===== src/inc/hspi_pkg.sv =====
/*
  Constants and types shared by the host serial port block and its FIFO.
  Assumes a single 25 MHz system clock with a synchronous active-high reset.
*/
`default_nettype none

package hspi_pkg;

  // Register byte addresses on the serial port
  localparam logic [7:0] ADDR_GPIO_CONF = 8'h40; // Four bytes, one per GPIO pin
  localparam logic [7:0] ADDR_STATE = 8'h54; // Two machine state bytes, read only
  localparam logic [7:0] ADDR_ENABLES = 8'h58; // Four bytes, bits 7:0 at lowest address
  localparam logic [7:0] ADDR_FLAGS = 8'h5c; // Four bytes, clear on read
  localparam logic [7:0] ADDR_FIFO = 8'hff; // Data FIFOs

  // Header byte fields
  localparam int HDR_AC_BIT = 7;
  localparam int HDR_RW_BIT = 0;

  // Reset values
  localparam logic [31:0] ENABLES_RST = 32'h0000_0000;
  localparam logic [31:0] FLAGS_RST = 32'h0000_0000;
  localparam logic [4:0] GPIO_CONF_RST = 5'h00;

  // Implemented event flags: bits 0..21, 29 and 30
  localparam logic [31:0] FLAG_USED = 32'h603f_ffff;
  localparam int FLAG_TX_FIFO_ERR = 5;
  localparam int FLAG_RX_FIFO_ERR = 6;
  localparam int FLAG_WAKE_TIMEOUT = 15;
  localparam int FLAG_READY = 16;

  // GPIO output selection codes
  localparam logic [4:0] GPIO_SEL_IRQ = 5'h00;
  localparam logic [4:0] GPIO_SEL_HIGH = 5'h13;
  localparam logic [4:0] GPIO_SEL_LOW = 5'h14;
  localparam int GPIO_NUM = 4;

  // Data FIFO shape
  localparam int FIFO_WIDTH = 8;
  localparam int FIFO_DEPTH = 8;

  // Serial transfer phase, Gray coded along idle, header, address, data
  typedef enum logic [1:0] {
    HSPI_IDLE = 2'b00,
    HSPI_HEAD = 2'b01,
    HSPI_ADDR = 2'b11,
    HSPI_DATA = 2'b10
  } hspi_phase_t;

endpackage

`default_nettype wire


===== src/hdl/hspi_fifo.sv =====
/*
  Synchronous FIFO with valid/ready on both sides, parameterised width and depth.
  Assumes both sides run on clk; depth is a power of two.
*/
`timescale 1ns/10ps
`default_nettype none

module hspi_fifo #(
  parameter int WIDTH = 8,
  parameter int DEPTH = 8
) (
  input wire logic clk,
  input wire logic reset,
  input wire logic s_valid,
  input wire logic [WIDTH-1:0] s_data,
  output logic s_ready,
  output logic m_valid,
  output logic [WIDTH-1:0] m_data,
  input wire logic m_ready
);
  localparam int AW = $clog2(DEPTH);

  typedef struct packed {
    logic [DEPTH-1:0][WIDTH-1:0] mem;
    logic [AW-1:0] wp;
    logic [AW-1:0] rp;
    logic [AW:0] cnt;
    logic full;
    logic empty;
  } hspi_fifo_state_t;

  hspi_fifo_state_t f_q, f_d;
  logic push, pop;

  // Full and empty are flops so s_ready and m_valid come straight from state
  always_comb begin
    f_d = f_q;
    push = s_valid & ~f_q.full;
    pop = m_ready & ~f_q.empty;
    if (push) begin
      f_d.mem[f_q.wp] = s_data;
      f_d.wp = AW'(f_q.wp + 1'b1);
    end
    if (pop) begin
      f_d.rp = AW'(f_q.rp + 1'b1);
    end
    case ({push, pop})
      2'b10: f_d.cnt = (AW+1)'(f_q.cnt + 1'b1);
      2'b01: f_d.cnt = (AW+1)'(f_q.cnt - 1'b1);
      default: f_d.cnt = f_q.cnt;
    endcase
    f_d.full = (f_d.cnt == (AW+1)'(DEPTH));
    f_d.empty = (f_d.cnt == '0);
  end

  // State register
  always_ff @(posedge clk) begin
    if (reset) begin
      f_q <= '0;
      f_q.empty <= 1'b1;
    end else begin
      f_q <= f_d;
    end
  end

  assign s_ready = ~f_q.full;
  assign m_valid = ~f_q.empty;
  assign m_data = f_q.mem[f_q.rp];

endmodule // hspi_fifo

`default_nettype wire


===== src/hdl/hspi_port.sv =====
/*
  Host serial port: SPI slave with header decode, burst register and FIFO
  access, clear-on-read event flags with enables, and interrupt routing to GPIOs.
  Assumes the host drives chip select and serial clock well below clk/4; all
  link pins are asynchronous and pass two flops. Event, state and stream ports
  come from logic on clk.
*/
`timescale 1ns/10ps
`default_nettype none

// Behaviour
// - Sample on rising, change on falling SCLK
// - MISO released while chip select high
// - Bytes shifted most significant bit first
// - Header bit 7: address or command
// - Header bit 0: read when set
// - Return two machine state bytes first
// - Burst access, address increments per byte
// - Address 0xff reaches the data FIFOs
// - Port works in every power state
// - Interrupt output routed to chosen GPIO
// - Flag bits 0-11 are packet events
// - Flags 12-14: preamble, sync, carrier sense
// - Flags 15-21 status, 29 timeout, 30 cipher
// - Wake-up flag waits for crystal oscillator
// - Ready flag needs settled crystal oscillator
// - Status bytes clear when read
// - Status bit high after its event
// - Mask bit zero blocks that interrupt
// - GPIO code zero gives active-low request
module hspi_port
  import hspi_pkg::*;
(
  input wire logic clk,
  input wire logic reset,
  input wire logic sclk,
  input wire logic chip_select_n,
  input wire logic mosi,
  output logic miso,
  output logic miso_oe_n,
  output logic [GPIO_NUM-1:0] gpio_out,
  input wire logic [31:0] event_pulse,
  input wire logic crystal_oscillator_ready,
  input wire logic [15:0] machine_state_bytes,
  output logic [7:0] cmd_code,
  output logic cmd_strobe,
  output logic [7:0] tx_data,
  output logic tx_valid,
  input wire logic tx_ready,
  input wire logic [7:0] rx_data,
  input wire logic rx_valid,
  output logic rx_ready
);

  typedef struct packed {
    logic [2:0] sync1; // {chip_select_n, sclk, mosi}
    logic [2:0] sync2;
    logic sclk_prev;
    hspi_phase_t phase;
    logic [2:0] bit_cnt;
    logic [7:0] rx_shift;
    logic [7:0] tx_shift;
    logic [7:0] tx_next;
    logic is_read;
    logic is_cmd;
    logic [7:0] addr;
    logic [31:0] flags;
    logic [31:0] enables;
    logic [GPIO_NUM-1:0][4:0] gpio_conf;
    logic wake_pend;
    logic irq_n;
    logic [GPIO_NUM-1:0] gpio;
    logic miso;
    logic miso_oe_n;
    logic [7:0] cmd_code;
    logic cmd_strobe;
  } hspi_regs_t;

  hspi_regs_t r_q, r_d;

  // Word lane decode, shared by read, write and clear paths
  function automatic logic lane_hit(input logic [7:0] a, input logic [7:0] base);
    return a[7:2] == base[7:2];
  endfunction

  function automatic logic [7:0] reg_read(input logic [7:0] a, input hspi_regs_t r,
                                          input logic [15:0] ms);
    logic [4:0] sh;
    sh = {a[1:0], 3'h0};
    if (lane_hit(a, ADDR_GPIO_CONF)) begin
      return {3'h0, r.gpio_conf[a[1:0]]};
    end else if (a[7:1] == ADDR_STATE[7:1]) begin
      return a[0] ? ms[7:0] : ms[15:8];
    end else if (lane_hit(a, ADDR_ENABLES)) begin
      return r.enables[sh +: 8];
    end else if (lane_hit(a, ADDR_FLAGS)) begin
      return r.flags[sh +: 8];
    end else begin
      return 8'h00;
    end
  endfunction

  logic cs_act, rise, fall, byte_done, mosi_s;
  logic [7:0] byte_in, acc_addr;
  logic do_fetch, do_write;
  logic [31:0] set_vec, clr_vec;
  logic tx_push, tx_s_ready, tx_err;
  logic rx_pop, rx_m_valid, rx_err;
  logic [7:0] rx_m_data;

  // Host writes toward the core; back-pressure shows as overflow flag
  hspi_fifo #(.WIDTH(FIFO_WIDTH), .DEPTH(FIFO_DEPTH)) u_tx_fifo (
    .clk(clk),
    .reset(reset),
    .s_valid(tx_push),
    .s_data(byte_in),
    .s_ready(tx_s_ready),
    .m_valid(tx_valid),
    .m_data(tx_data),
    .m_ready(tx_ready)
  );

  // Core receive stream toward host reads
  hspi_fifo #(.WIDTH(FIFO_WIDTH), .DEPTH(FIFO_DEPTH)) u_rx_fifo (
    .clk(clk),
    .reset(reset),
    .s_valid(rx_valid),
    .s_data(rx_data),
    .s_ready(rx_ready),
    .m_valid(rx_m_valid),
    .m_data(rx_m_data),
    .m_ready(rx_pop)
  );

  // Next-state logic for the whole port
  always_comb begin
    r_d = r_q;
    r_d.cmd_strobe = 1'b0;
    // Link pins: only the second stage feeds any logic
    r_d.sync1 = {chip_select_n, sclk, mosi};
    r_d.sync2 = r_q.sync1;
    r_d.sclk_prev = r_q.sync2[1];
    cs_act = ~r_q.sync2[2];
    mosi_s = r_q.sync2[0];
    rise = cs_act & r_q.sync2[1] & ~r_q.sclk_prev;
    fall = cs_act & ~r_q.sync2[1] & r_q.sclk_prev;
    byte_in = {r_q.rx_shift[6:0], mosi_s};
    byte_done = rise & (r_q.bit_cnt == 3'h7);
    acc_addr = (r_q.phase == HSPI_ADDR) ? byte_in : r_q.addr;
    do_fetch = 1'b0;
    do_write = 1'b0;
    tx_push = 1'b0;
    tx_err = 1'b0;
    rx_pop = 1'b0;
    rx_err = 1'b0;
    clr_vec = 32'h0000_0000;

    // No power-state gating: the port runs on clk in every state
    if (!cs_act) begin
      r_d.phase = HSPI_IDLE;
      r_d.bit_cnt = 3'h0;
      r_d.tx_shift = machine_state_bytes[15:8];
      r_d.tx_next = machine_state_bytes[7:0];
    end else begin
      if (r_q.phase == HSPI_IDLE) begin
        r_d.phase = HSPI_HEAD;
      end
      if (rise) begin
        r_d.rx_shift = byte_in;
        r_d.bit_cnt = 3'(r_q.bit_cnt + 1'b1);
      end
      if (byte_done) begin
        case (r_q.phase)
          HSPI_HEAD: begin
            r_d.is_cmd = byte_in[HDR_AC_BIT];
            r_d.is_read = byte_in[HDR_RW_BIT];
            r_d.phase = HSPI_ADDR;
          end
          HSPI_ADDR: begin
            r_d.phase = HSPI_DATA;
            if (r_q.is_cmd) begin
              r_d.cmd_code = byte_in;
              r_d.cmd_strobe = 1'b1;
            end else begin
              r_d.addr = byte_in;
              do_fetch = r_q.is_read;
            end
          end
          HSPI_DATA: begin
            // Bytes after a command are ignored
            do_fetch = ~r_q.is_cmd & r_q.is_read;
            do_write = ~r_q.is_cmd & ~r_q.is_read;
          end
          default: begin
            r_d.phase = HSPI_HEAD;
          end
        endcase
      end
      // Next byte is loaded one falling edge after the eighth rising edge
      if (fall) begin
        r_d.tx_shift = (r_q.bit_cnt == 3'h0) ? r_q.tx_next : {r_q.tx_shift[6:0], 1'b0};
      end
    end

    // Read prefetch: the byte is fetched, popped or cleared before it is shifted out
    if (do_fetch) begin
      if (acc_addr == ADDR_FIFO) begin
        rx_pop = rx_m_valid;
        rx_err = ~rx_m_valid;
        r_d.tx_next = rx_m_valid ? rx_m_data : 8'h00;
      end else begin
        r_d.tx_next = reg_read(acc_addr, r_q, machine_state_bytes);
        if (lane_hit(acc_addr, ADDR_FLAGS)) begin
          clr_vec[{acc_addr[1:0], 3'h0} +: 8] = 8'hff;
        end
      end
    end
    if (do_write) begin
      r_d.tx_next = 8'h00;
      if (acc_addr == ADDR_FIFO) begin
        tx_push = tx_s_ready;
        tx_err = ~tx_s_ready;
      end else if (lane_hit(acc_addr, ADDR_ENABLES)) begin
        r_d.enables[{acc_addr[1:0], 3'h0} +: 8] = byte_in;
      end else if (lane_hit(acc_addr, ADDR_GPIO_CONF)) begin
        r_d.gpio_conf[acc_addr[1:0]] = byte_in[4:0];
      end
    end
    // FIFO address stays put so a burst keeps streaming bytes
    if ((do_fetch || do_write) && acc_addr != ADDR_FIFO) begin
      r_d.addr = 8'(acc_addr + 1'b1);
    end

    // Event flags: unused positions never set
    set_vec = event_pulse & FLAG_USED;
    set_vec[FLAG_TX_FIFO_ERR] = event_pulse[FLAG_TX_FIFO_ERR] | tx_err;
    set_vec[FLAG_RX_FIFO_ERR] = event_pulse[FLAG_RX_FIFO_ERR] | rx_err;
    // Wake-up event is held until the oscillator clock is there
    set_vec[FLAG_WAKE_TIMEOUT] = (r_q.wake_pend | event_pulse[FLAG_WAKE_TIMEOUT])
                                 & crystal_oscillator_ready;
    r_d.wake_pend = (r_q.wake_pend | event_pulse[FLAG_WAKE_TIMEOUT])
                    & ~crystal_oscillator_ready;
    set_vec[FLAG_READY] = event_pulse[FLAG_READY] & crystal_oscillator_ready;
    // Set wins over a clear by read in the same cycle
    r_d.flags = (r_q.flags & ~clr_vec) | set_vec;

    // Request low while any enabled flag stands
    r_d.irq_n = ~|(r_q.flags & r_q.enables);
    for (int i = 0; i < GPIO_NUM; i++) begin
      if (r_q.gpio_conf[i] == GPIO_SEL_IRQ) begin
        r_d.gpio[i] = r_q.irq_n;
      end else if (r_q.gpio_conf[i] == GPIO_SEL_LOW) begin
        r_d.gpio[i] = 1'b0;
      end else begin
        r_d.gpio[i] = 1'b1; // Other selections idle high here
      end
    end

    // Pin drive, registered so outputs come from flops
    r_d.miso = r_d.tx_shift[7];
    r_d.miso_oe_n = r_q.sync2[2];
  end

  // State register
  always_ff @(posedge clk) begin
    if (reset) begin
      r_q <= '0;
      r_q.sync1 <= 3'h4;
      r_q.sync2 <= 3'h4;
      r_q.phase <= HSPI_IDLE;
      r_q.flags <= FLAGS_RST;
      r_q.enables <= ENABLES_RST;
      r_q.gpio_conf <= {GPIO_NUM{GPIO_CONF_RST}};
      r_q.irq_n <= 1'b1;
      r_q.gpio <= {GPIO_NUM{1'b1}};
      r_q.miso_oe_n <= 1'b1;
    end else begin
      r_q <= r_d;
    end
  end

  assign miso = r_q.miso;
  assign miso_oe_n = r_q.miso_oe_n;
  assign gpio_out = r_q.gpio;
  assign cmd_code = r_q.cmd_code;
  assign cmd_strobe = r_q.cmd_strobe;
endmodule // hspi_port

`default_nettype wire


===== config.mk =====
export PLATFORM = sky130hd
export DESIGN_NAME = hspi_port
export DESIGN_NICKNAME = d
export VERILOG_FILES = /design/src/inc/hspi_pkg.sv /design/src/hdl/hspi_fifo.sv /design/src/hdl/hspi_port.sv
export SDC_FILE = /design/constraint.sdc
export NUM_CORES = 1
export LEC_CHECK = 0
export BUFFER_PORTS_ARGS = -buffer_cell sky130_fd_sc_hd__buf_2
export CAP_MARGIN = 20
export CORE_ASPECT_RATIO = 0.75
export CORE_MARGIN = 2
export CORE_UTILIZATION = 35
export CTS_CLUSTER_SIZE = 25
export DETAILED_ROUTE_END_ITERATION = 8
export SLEW_MARGIN = 20
export SYNTH_ARGS = -nofsm -noshare
export SYNTH_HDL_FRONTEND = slang
export SYNTH_HIERARCHICAL = 1
export SYNTH_SLANG_ARGS = --single-unit

===== constraint.sdc =====
create_clock -name clk -period 6.4 [get_ports clk]
set_input_delay 0.64 -clock clk [delete_from_list [all_inputs] [get_ports clk]]
set_output_delay 0.64 -clock clk [all_outputs]
set_load 0.01 [all_outputs]

Word-level counts from Yosys, hierarchy flattened
Index checks and enable logic that the tools add are counted.
{"block": "word_totals", "ff_bits": 297, "input_bits": 64, "output_inout_bits": 25}
{"block": "op_classes", "n_addsub": 11, "magnitude_cmp": 8, "eq_ne": 22, "shift": 5, "n_mux": 66, "bitwise_logic": 36, "reduce_logical": 28}
{"op": "2-to-1 mux 8 bit", "n": 22}
{"op": "bitwise mux 64 bit", "n": 2}
{"op": "bitwise AND 32 bit", "n": 3}
{"op": "2-to-1 mux 32 bit", "n": 3}
{"op": "indexed part select 32 x 6 -> 8 bit", "n": 2}
{"op": "binary-select mux 8 bit (select 3 bit)", "n": 2}
{"op": "demux 8 bit (select 3 bit)", "n": 2}
{"op": "bitwise mux 32 bit", "n": 1}
{"op": "inverter 32 bit", "n": 1}
{"op": "bitwise OR 32 x 31 -> 32 bit", "n": 1}
{"op": "OR reduction 32 bit", "n": 1}
{"op": "variable shift 8 x 7 -> 32 bit (first input constant)", "n": 1}
{"op": "indexed part select 8 x 7 -> 32 bit", "n": 1}
{"op": "indexed part select 8 x 7 -> 32 bit (first input constant)", "n": 1}
{"op": "2-to-1 mux 1 bit", "n": 23}
{"op": "bitwise mux 20 bit", "n": 1}
{"op": "equality test 5 bit (second input constant)", "n": 4}
{"op": "zero test 5 bit", "n": 4}
{"op": "equality test 6 x 5 -> 1 bit (second input constant)", "n": 3}
{"op": "< comparator 3 x 4 -> 1 bit (second input constant)", "n": 4}
{"op": "one-hot mux 4 bit (2 select lines)", "n": 2}
{"op": "adder 3 x 1 -> 3 bit (second input constant)", "n": 5}
{"op": "bitwise AND 1 bit", "n": 14}
{"op": "inverter 1 bit", "n": 14}
{"op": "other kinds (34)", "n": 59}

Depth between registers and ports, before layout
{"block": "logic_depth", "depth_word": 11, "mapped_depth": 18, "mapped_depth_nobuf": 15}

Hierarchy
The synthesis kept the hierarchy.
{"module": "hspi_port", "instances": 1, "cells_per_inst": 762, "area_per_inst_um2": 7086.8, "seq_area_each_um2": 2902.8}
{"module": "hspi_fifo", "instances": 2, "cells_per_inst": 325, "area_per_inst_um2": 3442.1, "seq_area_each_um2": 1521.5}

Worst setup path before layout
Ideal clock, no wire load.
{"block": "synth_timing", "path_kind": "register -> register", "start": "reg r_q[138] (netlist bit)", "end": "reg u_rx_fifo/f_q[1] (netlist bit)", "arrival_time_ns": 3.423, "t_required_ns": 6.309, "slack_ns": 2.886, "path_stages_with_launch": 16, "synth_period_minus_slack_ns": 3.514, "path_cell_list": "dfxtp_1 and2_1 buf_6 o21a_1 nor3_4 and4_1 clkbuf_1 nor2b_1 ha_1 xor2_1 ha_1 a21oi_1 xor2_1 nor2_1 xnor2_1 nor4bb_1"}
{"block": "synth_between", "elab_chain_cells": 9}
{"item": "start, declared", "line": "hspi_port.sv:79", "source": "hspi_regs_t r_q, r_d;"}
{"item": "start signal, assigned", "line": "hspi_port.sv:278", "source": "r_q <= r_d;"}
{"item": "equality test 2 bit, on equally long branches", "line": "hspi_port.sv:149, hspi_port.sv:173"}
{"item": "2-to-1 mux 8 bit / one-hot mux 1 bit (2 select lines) (equally long branches)", "line": "hspi_port.sv:149, hspi_port.sv:173"}
{"item": "equality test 8 bit / 2-to-1 mux 1 bit (equally long branches)", "line": "hspi_port.sv:207, hspi_port.sv:172"}
{"item": "2-to-1 mux 1 bit, on equally long branches", "line": "hspi_port.sv:207, hspi_port.sv:159"}
{"item": "2-to-1 mux 1 bit (*)", "line": "hspi_port.sv:206", "source": "if (do_fetch) begin"}
{"item": "named net rx_pop", "line": "hspi_port.sv:108", "source": "logic rx_pop, rx_m_valid, rx_err;"}
{"item": "bitwise AND 1 bit (*)", "line": "hspi_fifo.sv:39", "source": "pop = m_ready & ~f_q.empty;"}
{"item": "equality test 2 x 1 -> 1 bit / equality test 2 bit (equally long branches)", "line": "hspi_fifo.sv:47", "source": "case ({push, pop})"}
{"item": "one-hot mux 4 bit (2 select lines) (*)", "line": "hspi_fifo.sv:47"}
{"item": "equality test 4 bit (*)", "line": "hspi_fifo.sv:52", "source": "f_d.full = (f_d.cnt == (AW+1)'(DEPTH));"}
{"item": "end, declared", "line": "hspi_fifo.sv:32", "source": "hspi_fifo_state_t f_q, f_d;"}
Mark *: on every way through the listed nets, which the timed path passes. The rest lies on a longest branch.
A chain may end at the register's enable or synchronous reset.

Worst setup path in the final report
{"block": "layout_timing", "start": "reg r_q[138] (netlist bit)", "end": "reg u_rx_fifo/f_q[1] (netlist bit)"}
{"block": "layout_between", "elab_chain_cells": 9}
{"item": "equality test 2 bit, on equally long branches", "line": "hspi_port.sv:149, hspi_port.sv:173"}
{"item": "2-to-1 mux 8 bit / one-hot mux 1 bit (2 select lines) (equally long branches)", "line": "hspi_port.sv:149, hspi_port.sv:173"}
{"item": "equality test 8 bit / 2-to-1 mux 1 bit (equally long branches)", "line": "hspi_port.sv:207, hspi_port.sv:172"}
{"item": "2-to-1 mux 1 bit, on equally long branches", "line": "hspi_port.sv:207, hspi_port.sv:159"}
{"item": "2-to-1 mux 1 bit (*)", "line": "hspi_port.sv:206"}
{"item": "bitwise AND 1 bit (*)", "line": "hspi_fifo.sv:39"}
{"item": "equality test 2 x 1 -> 1 bit / equality test 2 bit (equally long branches)", "line": "hspi_fifo.sv:47"}
{"item": "one-hot mux 4 bit (2 select lines) (*)", "line": "hspi_fifo.sv:47"}
{"item": "equality test 4 bit (*)", "line": "hspi_fifo.sv:52"}
Mark *: on every way between the ends. The rest lies on a longest branch, timed or not.

==> impl_metrics.tcl <==
set metrics [dict create \
    critPathMaxFanout 16 \
    min_to "r_q[16]" \
    maxSlewHeadroom 0.2700 \
    grt_overflow 0 \
    max_freq_ghz 0.2075 \
    fin_cells 1958 \
    chipWidth_um 234.7 \
    synth.area.top_cells "dfxtp_1, mux2i_1, mux4_2" \
    grt_max_degree 158 \
    critPathSlowestCell "and2_1" \
    antenna_found_initial 5 \
    initial_core_util 0.3545 \
    crit_path_start_kind "flop" \
    fin_nets 1493 \
    reg2reg_from "r_q[138]" \
    worst-r2r-cell-count 13 \
    slowest_delay_ns 0.69 \
    final_common_cell "dfxtp_1" \
    r2r-end "u_rx_fifo/f_q[1]" \
    ys_seq_area_frac 0.4256 \
    crit_required_ns 6.88 \
    dp.cells 1899 \
    period_needed_ns 4.820 \
    min_path_type "input pin to flop" \
    maxSlewViolCount 0 \
    cts_root_buffer "clkbuf_16" \
    synth_top_area_share 0.4256 \
    via_per_inst 5.322 \
    tightest_slew_ns 1.094 \
    async_flop_share 0 \
    wl_per_cell_um 18.88 \
    yosysUniqueCellTypes 72 \
    postRouteAntennaNets 0 \
    fin_worst_skew_ns 0.01877 \
    drive_above_1_share 0.1816 \
    synth_edf_count 0 \
    setup_viol 0 \
    hp-start "crystal_oscillator_ready" \
    critPathBufInv 0 \
    cts-resized-gates 0 \
    outcome "finished, final reports clean" \
    place_hpwl_mm 24.76 \
    die_y_um 177.0 \
    gp_congestion 0.8587 \
    hold-path-cell-count 2 \
    min_period_over_period 0.7531 \
    clk_pin_slew_ns 0.07 \
    synth-main-ff-cell "dfxtp_1" \
    powerDensity_nw_per_um2 264.7 \
    synth_seq_cells 297 \
    hold_viol 0 \
    io_buffers 80 \
    h-tree-depth 1 \
    cp_top_family "simple AND/OR/NAND/NOR gates" \
    ff2ff_setup_slack_ns 1.58 \
    vdd_drop_max_v 0.0002185 \
    yosysTopAreaCell "dfxtp_1" \
    placeableCoreArea_um2 39410 \
    first_global_vias 10010 \
    avgSynthCellArea_um2 9.894 \
    clock-sinks 297 \
    fillCellCount 3865 \
    critPathArrivalTime_ns 5.29 \
    clk_latency_ns 0.58 \
    die_area_um2 41550 \
    placementRows 63 \
    grt_use_total 0.1745 \
    cts_tree "done" \
    grt_first_pass_wirelength_mm 57.98 \
    p_leak_nw 6.014 \
    drt_pass1_iterations 5 \
    maxCapViolCount 0 \
    drt-initial-drc-count 842 \
    finalSetupTns_ns 0 \
    wl_mm 36.97 \
    end_kind "flop" \
    ios 89 \
    path_class "flop to flop" \
    area_growth_pct 12.37 \
    layout_common_cells "dfxtp_1, nor2_1, mux2i_1" \
    yosysWarnings 6 \
    netlist_instances 1412 \
    clock_path_buffers 3 \
    cts_made_buffers 31 \
    vias 10420 \
    syn_area_um2 13970 \
    cts_hold_buffers 0 \
    syn_nets 1493 \
    cp_cell_sequence "and2_1, mux2i_2, nor3_4, and4_1, nor2b_1, ha_1, xor2_1, ha_1, a21oi_1, xor2_1, nor2_1, xnor2_1, nor4bb_1" \
    post_cts_buffers 0 \
    drt_drc_violations_left 0 \
    rsz0062_at_grt "false" \
]
-- worst max path at each step --
stage                             endpoint  depth (start not counted)  startpoint  slack, ns
after floorplan           u_rx_fifo/f_q[1]                         15    r_q[138]       2.89
after global placement    u_rx_fifo/f_q[1]                         13    r_q[138]       1.72
after detailed placement  u_rx_fifo/f_q[1]                         13    r_q[138]       1.64
after CTS                 u_rx_fifo/f_q[1]                         13    r_q[138]       1.62
after global routing      u_rx_fifo/f_q[1]                         13    r_q[138]       1.10
final                     u_rx_fifo/f_q[1]                         13    r_q[138]       1.58
-- metrics by stage --
step                      setup slack, ns  total power, mW  hold WS (ns)    util  cell area (um2)
after global routing                1.100            4.290        0.2446  0.3983            15700
after floorplan                     2.886            2.057        0.3895       -            13970
final                               1.580            4.155        0.2529  0.3983            15700
after CTS                           1.620            4.199        0.2312  0.3982            15690
after global placement              1.724            2.117        0.4279  0.3682            14510
after detailed placement            1.642            2.120        0.4194  0.3682            14510
-- cells by family after synthesis --
family / share of synthesized area
compound gates: 0.1061
xor+xnor: 0.01317
fa+ha+maj: 0.01522
buf+inv: 0.05230
flops: 0.4256
mux: 0.2275
simple gates: 0.1601
-- worst reg2reg max path: cells and delay by family, from the launching register on --
kind / cells / cell delay (ns)
AND/OR/NAND/NOR: 6 / 2.58
AO/OA/AOI/OAI: 1 / 0.14
adder cells (fa/ha/maj): 2 / 0.53
multiplexers: 1 / 0.39
XOR/XNOR: 3 / 0.46
flip-flops: 1 / 0.63
-- report_power, final --
group / total (mW) / switching, mW / internal [mW] / leakage [nW]
Sequential: 1.91 / 0.0286 / 1.88 / 2.41
Clock: 2.08 / 0.789 / 1.29 / 0.570
Combinational: 0.168 / 0.100 / 0.0679 / 3.03
-- layout make-up --
type	instances	area (um2)	share of cell area
antenna	1	2.502	0.0001594
clock buffer	36	824.5	0.05252
clock inverter	22	356.6	0.02271
inverter	16	65.06	0.004144
multi-input combinational	969	7307	0.4655
sequential	297	5946	0.3787
tap	520	650.6	0.04144
timing repair buffer	97	546.8	0.03483
-- synth_stat cells, types with 17 or more instances --
| library cell | instances |
|---|---|
| mux4_2 | 48 |
| a22oi_1 | 18 |
| nor2_1 | 196 |
| a22o_1 | 23 |
| dfxtp_1 | 297 |
| nand3_1 | 53 |
| buf_2 | 19 |
| mux2i_1 | 186 |
| buf_4 | 21 |
| mux2_2 | 17 |
| clkbuf_1 | 79 |
| nand2_1 | 94 |
| a21oi_1 | 86 |
| ha_1 | 17 |
-- sequential cells by signal (all words and copies together) (netlist names) --
signal,count
byte_in,8
cmd_code,8
cmd_strobe,1
gpio_out,4
miso_oe_n,1
r_d,5
r_q,118
u_rx_fifo/f_q,76
u_tx_fifo/f_q,76
-- routing by layer --
layer  vias up  GRT usage  part of all wire
met5         -          0           0.00035
met4         2    0.04615             0.023
met3        60    0.03743             0.062
met2       257     0.2713              0.44
met1      5086     0.2454              0.47
li1       5016          -                 -
(Power assumes the default switching activity.)
